<file path="src/design/tef_defs.svh">
// Offsets, field positions and reset values of the timing event flag block
`ifndef TEF_DEFS_SVH
`define TEF_DEFS_SVH

// ****************************************************************
// Register offsets
// ****************************************************************
`define TEF_OFS_FREQ_READBACK 8'h07
`define TEF_OFS_EVENT_FLAGS 8'h08

// ****************************************************************
// Reset values
// ****************************************************************
`define TEF_RST_FREQ_READBACK 8'h00
`define TEF_RST_EVENT_FLAGS 8'h50
`define TEF_RST_RDATA 8'h00

// ****************************************************************
// Field positions
// ****************************************************************
`define TEF_FREQ_TOP_BIT 18
`define TEF_FREQ_LOW_BIT 16
`define TEF_FREQ_MIN_W 19
`define TEF_BIT_FRAME_SYNC 7
`define TEF_BIT_LOCK_CHANGE 6
`define TEF_BIT_PHASE_ALARM 5
`define TEF_BIT_NO_INPUTS 4
`define TEF_BIT_IN2_VIOL 3
`define TEF_BIT_IN2_LOS 2
`define TEF_BIT_IN1_VIOL 1
`define TEF_BIT_IN1_LOS 0

`endif

</file>
<file path="src/design/tef_pkg.sv">
// Types shared by the timing event flag block
package tef_pkg;

   // ****************************************************************
   // Host register access request
   // ****************************************************************
   typedef struct packed {
      logic rd;
      logic wr;
      logic [7:0] addr;
      logic [7:0] wdata;
   } tef_req_t;

   // ****************************************************************
   // Raw event sources
   // ****************************************************************
   typedef struct packed {
      logic frame_sync_alarm;
      logic second_pll_locked;
      logic second_pll_no_inputs;
      logic in2_code_viol;
      logic in2_sig_loss;
      logic in1_code_viol;
      logic in1_sig_loss;
   } tef_evt_t;

endpackage

</file>
<file path="src/design/tef_w1c_flags.sv">
// Sticky flag bank, set by hardware and cleared by writing one
`timescale 1ns/1ps
module tef_w1c_flags #(
   parameter int W = 8,
   parameter logic [W-1:0] RST_VAL = '0
) (
   input wire logic clk,
   input wire logic nrst,
   input wire logic ce,
   input wire logic [W-1:0] set,
   input wire logic [W-1:0] clr,
   output logic [W-1:0] flags
);

   if (W < 1) begin : g_bad_w
      $error("W must be at least one");
   end

   logic [W-1:0] flags_q;
   logic [W-1:0] flags_d;

   // ****************************************************************
   // Set has priority over a coincident clear; zero bits keep state
   // ****************************************************************
   always_comb begin
      flags_d = (flags_q & ~clr) | set;
   end

   always_ff @(posedge clk or negedge nrst) begin
      if (!nrst) begin
         flags_q <= RST_VAL;
      end else if (ce) begin
         flags_q <= flags_d;
      end
   end

   assign flags = flags_q;

endmodule

</file>
<file path="src/design/tef_event_flags_high.sv">
// Frequency readback and upper event flag registers of the timing source
`timescale 1ns/1ps
`include "tef_defs.svh"

// Summary of operation
// - Register 0x07 shows selected path frequency bits 18:16; bits 7:3 zero.
// - Flag 7 sets on frame-sync alarm and stays until cleared.
// - Flag 6 sets on any lock change of second PLL, sticky.
// - Flag 5 sets when measured phase exceeds threshold, sticky.
// - Flag 4 sets when second PLL has no valid inputs, sticky.
// - Code violation latches in flag 1 for input one, 3 for two.
// - Signal loss latches in flag 0 for input one, 2 for two.
// - Host writes one to a flag bit to clear it.
module tef_event_flags_high
   import tef_pkg::*;
#(
   parameter int FREQ_W = 19,
   parameter int PH_W = 16
) (
   input wire logic CLK_SYS,
   input wire logic NRST,
   input wire logic CE,
   input tef_req_t REG_REQ,
   output logic [7:0] REG_RDATA,
   output logic REG_RVALID,
   input wire logic READBACK_PATH_SELECT,
   input wire logic [FREQ_W-1:0] MAIN_PATH_FREQ,
   input wire logic [FREQ_W-1:0] SECOND_PATH_FREQ,
   input wire logic [PH_W-1:0] PHASE_MEAS,
   input wire logic [PH_W-1:0] PHASE_LIMIT,
   input tef_evt_t EVENTS
);

   // ****************************************************************
   // Elaboration checks
   // ****************************************************************
   if (FREQ_W < `TEF_FREQ_MIN_W) begin : g_bad_freq_w
      $error("FREQ_W too small for frequency readback");
   end
   if (PH_W < 1) begin : g_bad_ph_w
      $error("PH_W must be at least one");
   end

   // ****************************************************************
   // Declarations
   // ****************************************************************
   logic lock_prev_q;
   logic [7:0] set_v;
   logic [7:0] clr_v;
   logic [7:0] flags;
   logic [7:0] rdata_q;
   logic [7:0] rdata_d;
   logic rvalid_q;
   logic [2:0] freq_top;
   logic flag_wr;

   // ****************************************************************
   // Helper functions
   // ****************************************************************
   function automatic logic hit(input logic [7:0] a, input logic [7:0] ofs);
      hit = (a == ofs);
   endfunction

   function automatic logic [2:0] top_bits(input logic [FREQ_W-1:0] f);
      top_bits = f[`TEF_FREQ_TOP_BIT:`TEF_FREQ_LOW_BIT];
   endfunction

   // ****************************************************************
   // Frequency readback path
   // ****************************************************************
   always_comb begin
      if (READBACK_PATH_SELECT) begin
         freq_top = top_bits(SECOND_PATH_FREQ);
      end else begin
         freq_top = top_bits(MAIN_PATH_FREQ);
      end
   end

   // ****************************************************************
   // Lock state history for change detection
   // ****************************************************************
   always_ff @(posedge CLK_SYS or negedge NRST) begin
      if (!NRST) begin
         lock_prev_q <= 1'b0;
      end else if (CE) begin
         lock_prev_q <= EVENTS.second_pll_locked;
      end
   end

   // ****************************************************************
   // Event set vector
   // ****************************************************************
   always_comb begin
      set_v = 8'h00;
      set_v[`TEF_BIT_FRAME_SYNC] = EVENTS.frame_sync_alarm;
      set_v[`TEF_BIT_LOCK_CHANGE] =
         EVENTS.second_pll_locked ^ lock_prev_q;
      set_v[`TEF_BIT_PHASE_ALARM] = (PHASE_MEAS > PHASE_LIMIT);
      set_v[`TEF_BIT_NO_INPUTS] = EVENTS.second_pll_no_inputs;
      set_v[`TEF_BIT_IN2_VIOL] = EVENTS.in2_code_viol;
      set_v[`TEF_BIT_IN1_VIOL] = EVENTS.in1_code_viol;
      set_v[`TEF_BIT_IN2_LOS] = EVENTS.in2_sig_loss;
      set_v[`TEF_BIT_IN1_LOS] = EVENTS.in1_sig_loss;
   end

   // ****************************************************************
   // Write decode: only the flag register accepts writes
   // ****************************************************************
   always_comb begin
      flag_wr = REG_REQ.wr && hit(REG_REQ.addr, `TEF_OFS_EVENT_FLAGS);
      clr_v = flag_wr ? REG_REQ.wdata : 8'h00;
   end

   tef_w1c_flags #(
      .W(8),
      .RST_VAL(`TEF_RST_EVENT_FLAGS)
   ) u_flags (
      .clk(CLK_SYS),
      .nrst(NRST),
      .ce(CE),
      .set(set_v),
      .clr(clr_v),
      .flags(flags)
   );

   // ****************************************************************
   // Read path, registered one cycle after the read request
   // ****************************************************************
   always_comb begin
      rdata_d = `TEF_RST_RDATA;
      if (hit(REG_REQ.addr, `TEF_OFS_FREQ_READBACK)) begin
         rdata_d = {5'h00, freq_top};
      end else if (hit(REG_REQ.addr, `TEF_OFS_EVENT_FLAGS)) begin
         rdata_d = flags;
      end
   end

   always_ff @(posedge CLK_SYS or negedge NRST) begin
      if (!NRST) begin
         rdata_q <= `TEF_RST_RDATA;
      end else if (CE && REG_REQ.rd) begin
         rdata_q <= rdata_d;
      end
   end

   always_ff @(posedge CLK_SYS or negedge NRST) begin
      if (!NRST) begin
         rvalid_q <= 1'b0;
      end else if (CE) begin
         rvalid_q <= REG_REQ.rd;
      end
   end

   assign REG_RDATA = rdata_q;
   assign REG_RVALID = rvalid_q;
endmodule

</file>
<file path="config.mk">
export PLATFORM = sky130hd
export DESIGN_NAME = tef_event_flags_high
export DESIGN_NICKNAME = d
export VERILOG_FILES = /design/src/design/tef_pkg.sv /design/src/design/tef_w1c_flags.sv /design/src/design/tef_event_flags_high.sv
export VERILOG_INCLUDE_DIRS = /design/src /design/src/design
export SDC_FILE = /design/constraint.sdc
export NUM_CORES = 1
export LEC_CHECK = 0
export ABC_CLOCK_PERIOD_IN_PS = 800
export BUFFER_PORTS_ARGS = -buffer_cell sky130_fd_sc_hd__buf_2
export CAP_MARGIN = 30
export CORE_MARGIN = 2
export CORE_UTILIZATION = 36
export CTS_BUF_LIST = sky130_fd_sc_hd__clkbuf_4 sky130_fd_sc_hd__clkbuf_8
export CTS_CLUSTER_SIZE = 25
export DETAILED_ROUTE_END_ITERATION = 16
export PLACE_DENSITY_LB_ADDON = 0.05
export RECOVER_POWER = 100
export SYNTH_ARGS = -nofsm -noshare
export SYNTH_HDL_FRONTEND = slang
export SYNTH_HIERARCHICAL = 1
export SYNTH_SLANG_ARGS = --single-unit
</file>
<file path="constraint.sdc">
create_clock -name CLK_SYS -period 0.8 [get_ports CLK_SYS]
set_input_delay 0.04 -clock CLK_SYS [delete_from_list [all_inputs] [get_ports CLK_SYS]]
set_output_delay 0.04 -clock CLK_SYS [all_outputs]
set_load 0.01 [all_outputs]
</file>
# Yosys cells after proc, flatten, opt, wreduce, memory -nomap -nowiden

Cells that the tools add are included.

Register bits after elaboration: 18
Input port bits: 99
Output and inout port bits: 9
Word-level logic and storage cells: 17

Order comparisons: 1
Equal/unequal tests: 2
Mux-type cells: 4
Bitwise gates (word level): 4
Reduce and logical (&&, ||, !) cells: 2

Operators with widths:

| cell                                                                   | count |
|---|---|
| 8-bit two-way mux                                                      | 3 |
| 16-bit greater-than comparator                                         | 1 |
| 8-bit bitwise AND                                                      | 1 |
| 8-bit by 3-bit equality test with 1-bit output (second input constant) | 1 |
| 8-bit by 4-bit equality test with 1-bit output (second input constant) | 1 |
| 8-bit inverter                                                         | 1 |
| 8-bit bitwise OR                                                       | 1 |
| 3-bit two-way mux                                                      | 1 |
| 1-bit logical AND                                                      | 2 |
| 1-bit bitwise XOR                                                      | 1 |

# Logic depth before layout (Yosys ltp)

Word-level depth: 6
Mapped depth: 7
Depth with buffers taken out: 7

# Modules after synthesis

Netlist, hierarchy kept.

Modules (own cells, without submodules):

| module               | instances | cells an instance | area each (um^2) | seq. area each (um^2) |
|---|---|---|---|---|
| tef_event_flags_high | 1         | 113               | 954.7            | 250.2 |
| tef_w1c_flags        | 1         | 26                | 325.3            | 202.7 |

# Worst setup path before layout

Ideal clock, no wire load.

Path type: input to register
Start point: input REG_REQ[13] (netlist name)
End point: register u_flags.flags_q[2] (netlist: u_flags/flags[2])
Library setup time: 0.121 ns
Arrival: 1.447 ns
Setup slack: -0.768 ns
Stages on the path: 6
Cells stage by stage: or4_4 -> nor4_4 -> buf_6 -> and3_2 -> nand2_1 -> a22o_1

Word-level cells in the longest chain between the ends: 6

RTL lines:

| element                                        | line                        | RTL |
|---|---|---|
| start, declared                                | tef_event_flags_high.sv:23  | `input tef_req_t REG_REQ,` |
| 8-bit by 4-bit equality test with 1-bit output | tef_event_flags_high.sv:61  | `hit = (a == ofs);` |
| 1-bit logical AND                              | tef_event_flags_high.sv:110 | `` flag_wr = REG_REQ.wr && hit(REG_REQ.addr, `TEF_OFS_EVENT_FLAGS); `` |
| 8-bit two-way mux                              | tef_event_flags_high.sv:111 | `clr_v = flag_wr ? REG_REQ.wdata : 8'h00;` |
| named net clr_v[2]                             | tef_event_flags_high.sv:49  | `logic [7:0] clr_v;` |
| 8-bit inverter                                 | tef_w1c_flags.sv:26         | `flags_d = (flags_q & ~clr) \| set;` |
| 8-bit bitwise AND                              | tef_w1c_flags.sv:26         |  |
| 8-bit bitwise OR                               | tef_w1c_flags.sv:26         |  |
| end signal, assigned                           | tef_w1c_flags.sv:33         | `flags_q <= flags_d;` |
| end, declared                                  | tef_w1c_flags.sv:19         | `logic [W-1:0] flags_q;` |

The timed path passes the listed nets, and every way through them passes these cells.
A chain may end at the register's enable or synchronous reset.

# Worst setup path after layout

Start point: input REG_REQ[13] (netlist name)
End point: register u_flags.flags_q[3] (netlist: u_flags/flags[3])

Same word-level chain as after synthesis.

==> flow_metrics.py <==
metrics = {
    "outcome": {
        "status": "finished with violations",
        "violations": "negative setup slack",
    },
    "placement": {
        "dpl.hpwl_um": 2760,
        "place_ws_ps": -853,
        "dp.cells": 270,
        "globalplace.congestion": 0.764,
        "numPortBuffers": 75,
    },
    "critical_path": {
        "worst_path_max_delay_cell": "or4_4",
        "cp-end-kind": "register",
        "worst-path-buf-inv": 2,
        "r2r_end": "u_flags/flags[6]",
        "critPathMaxFanout": 5,
        "worstPathCellList": "buf_6, or4_4, nor4_4, buf_4, and3_4, nand2_2, a22o_1",
        "path_class": "input port to register",
        "reg2reg_depth": 2,
        "crit_arrival_ps": 1490,
        "cp_num_cells": 7,
        "cp_top_family": "simple AND/OR/NAND/NOR gates",
        "start_kind": "input port",
        "worst_ep_required_time_ps": 970,
        "crit_path_start": "REG_REQ[13]",
        "cpPeakStageDelay_ps": 550,
        "endpoint": "u_flags/flags[3]",
        "reg2reg_from": "lock_prev_q",
        "regToRegSetupSlack_ps": -60,
    },
    "clocking": {
        "cts_root_buf": "clkbuf_4",
        "cts_tree": "done",
        "cts.htree.levels": 1,
        "cts_buffers": 3,
        "clockBufferDepth": 2,
        "clk_pin_slew_ps": 90,
        "cts.sinks": 18,
        "clk_latency_ps": 290,
    },
    "global_route": {
        "grt_max_degree": 19,
        "grt-ovfl-total": 0,
        "grt_use_total_pct": 16.8,
        "antenna_found_initial": 0,
        "grt_pass1_wl_um": 5440,
        "first_global_vias": 1394,
    },
    "job": {
        "maxCapViolCount": 0,
    },
    "timing": {
        "post-route-min-period_ps": 1320,
        "setup_ws_ps": -522,
        "fin_crit_sh_pct": 165,
        "setup_violations": 25,
        "slew_headroom_pct": 70.9,
        "grt_setup_unrepaired": "yes",
        "fin_skew_ps": 13.1,
        "hold_viol": 0,
        "tightest_slew_ps": 436,
        "finalSetupTns_ps": -7410,
        "clock.fmax_mhz": 756,
        "maxSlewViolCount": 0,
    },
    "yosys": {
        "synth-seq-cells": 18,
        "synth.cell_area_mm2": 0.00128,
        "synthCells": 139,
        "synth_nets": 254,
        "ys_seq_area_share_pct": 35.4,
        "yosysTopAreaCell": "dfrtp_1",
        "synth.distinct_cells": 30,
        "post-synth-top-area-fraction_pct": 31.3,
        "avgSynthCellArea_um2": 9.21,
        "yosys_warnings": 6,
        "synth.area.top_cells": "dfrtp_1 31%, ha_1 16%, nand2_1 7.3%",
    },
    "final_layout": {
        "drive_above_1_share_pct": 52.5,
        "final-seq-area_um2": 453,
        "fin_nets": 358,
        "diodes": 0,
        "fillCellCount": 347,
        "stdcell_count": 288,
        "synthToLayoutAreaGrowth_pct": 57.7,
        "multi_input_area_um2": 776,
    },
    "routing": {
        "via_per_inst": 4.80,
        "vias": 1381,
        "dr.pass1.iters": 4,
        "drt-total-wl_um": 3280,
        "ant_nets": 0,
        "drcViolationCount": 0,
        "wl_per_cell_um": 11.4,
        "dr.first_iter.drc_count": 18,
    },
    "power_and_ir_drop": {
        "vdd_drop_max_mv": 0.475,
        "p_leak_uw": 0.00110,
        "power.density_mw_per_mm2": 975,
    },
    "floorplan": {
        "fp.dieH_um": 63.6,
        "dieArea_mm2": 0.00405,
        "placeableCoreArea_mm2": 0.00336,
        "fp.dieW_um": 63.6,
        "boundaryPins": 108,
        "rows": 21,
        "start_util_pct": 38.1,
    },
    "min_path": {
        "hold_path_class": "input port to register",
    },
}
[Yosys cell counts, drive strengths merged]
| cell type | instances |
|---|---|
| o31a | 1 |
| nand2 | 25 |
| buf | 3 |
| and3 | 8 |
| inv | 17 |
| a22oi | 3 |
| nor4 | 2 |
| a221o | 1 |
| nand4 | 3 |
| clkbuf | 1 |
| o21ai | 11 |
| a21boi | 1 |
| nand3 | 2 |
| nor2 | 2 |
| xor2 | 1 |
| and2 | 1 |
| a22o | 8 |
| ha | 16 |
| or4 | 1 |
| dfrtp | 16 |
| nor2b | 1 |
| a21o | 1 |
| a21oi | 6 |
| dfstp | 2 |
| nand4b | 1 |
| nand2b | 1 |
| mux2 | 4 |
[sequential cells by signal (all words and copies together) (netlist names)]
name,cells
REG_RDATA,8
REG_RVALID,1
lock_prev_q,1
u_flags/flags,8
[final cells by class]
class | count | area share (%)
clock buffer | 4 | 1.49
timing repair buffer | 103 | 31.6
tap | 46 | 2.85
sequential | 18 | 22.4
inverter | 17 | 3.16
multi-input combinational | 100 | 38.4
[logic make-up (layout without fill, tap and decap cells)]
logic type	count (synthesis)	after routing	share of synthesized area (%)
multiplexers	4	4	3.52
AO/OA/AOI/OAI	32	32	16.8
buffers and inverters	21	124	7.92
AND/OR/NAND/NOR	47	47	20.0
XOR/XNOR	1	1	0.684
adder cells (fa/ha/maj)	16	16	15.6
flip-flops	18	18	35.4
[worst register-to-register path, cell delays in order (launching register included)]
cell and delay [ps]:
dfrtp_1 390, xor2_1 170, a22o_1 230
[metal layers]
metal	routed length, µm	up-vias	track usage, %	part of all wire [%]
met5	0	-	0	0
met4	55	0	8.42	1.7
met3	215	4	2.32	6.6
met2	1810	44	32.5	55
met1	1200	639	17.4	37
li1	-	694	-	-
[stage by stage]
stage | total power (µW) | hold WS (ps) | area (µm²) | util (%)
2_1_floorplan | 1150 | -256 | 1280 | -
3_3_place_gp | 1420 | -14.1 | 1810 | 53.7
3_5_place_dp | 1450 | -12.2 | 1810 | 53.7
4_1_cts | 1980 | 3.10 | 1960 | 58.4
5_1_grt | 2110 | 20.6 | 2020 | 60.0
6_report | 1970 | 20.1 | 2020 | 60.0
[worst min-delay path by stage]
stage          startpoint          endpoint  slack, ps  cells past startpoint
2_1_floorplan        NRST      REG_RDATA[0]       -260                      0
3_3_place_gp         NRST       lock_prev_q        -10                      1
3_5_place_dp         NRST        REG_RVALID        -10                      1
4_1_cts         EVENTS[3]  u_flags/flags[3]          3                      2
5_1_grt         EVENTS[5]       lock_prev_q         20                      2
6_report        EVENTS[5]       lock_prev_q         20                      2
[layout by cell type (no fill, tap or decap), drive strengths merged, types with 2 or more instances in the layout]
cell type	synthesis	layout
nor4	2	2
nand4	3	3
a22oi	3	3
mux2	4	4
clkbuf	1	6
dfrtp	16	16
inv	17	17
nand3	2	2
dlygate4sd3	0	7
nor2	2	2
nand2	25	25
a21oi	6	6
o21ai	11	11
and3	8	8
ha	16	16
a22o	8	8
buf	3	94
dfstp	2	2
[power breakdown]
| part | internal (µW) | switching (µW) |
|---|---|---|
| logic | 316 | 237 |
| registers | 923 | 6.59 |
| clock network | 227 | 258 |
| total | 1470 | 501 |
[repair_timing]
item | in CTS | in global routing
hold buffers | 6 | 1
pin swaps | 5 | 7
endpoints found under the hold margin | 23 | 1
gates resized for setup | 8 | 8
buffers inserted | 5 | 4
endpoints found under the setup margin | 25 | 25
Note: power is estimated with default switching activity, not from simulation.
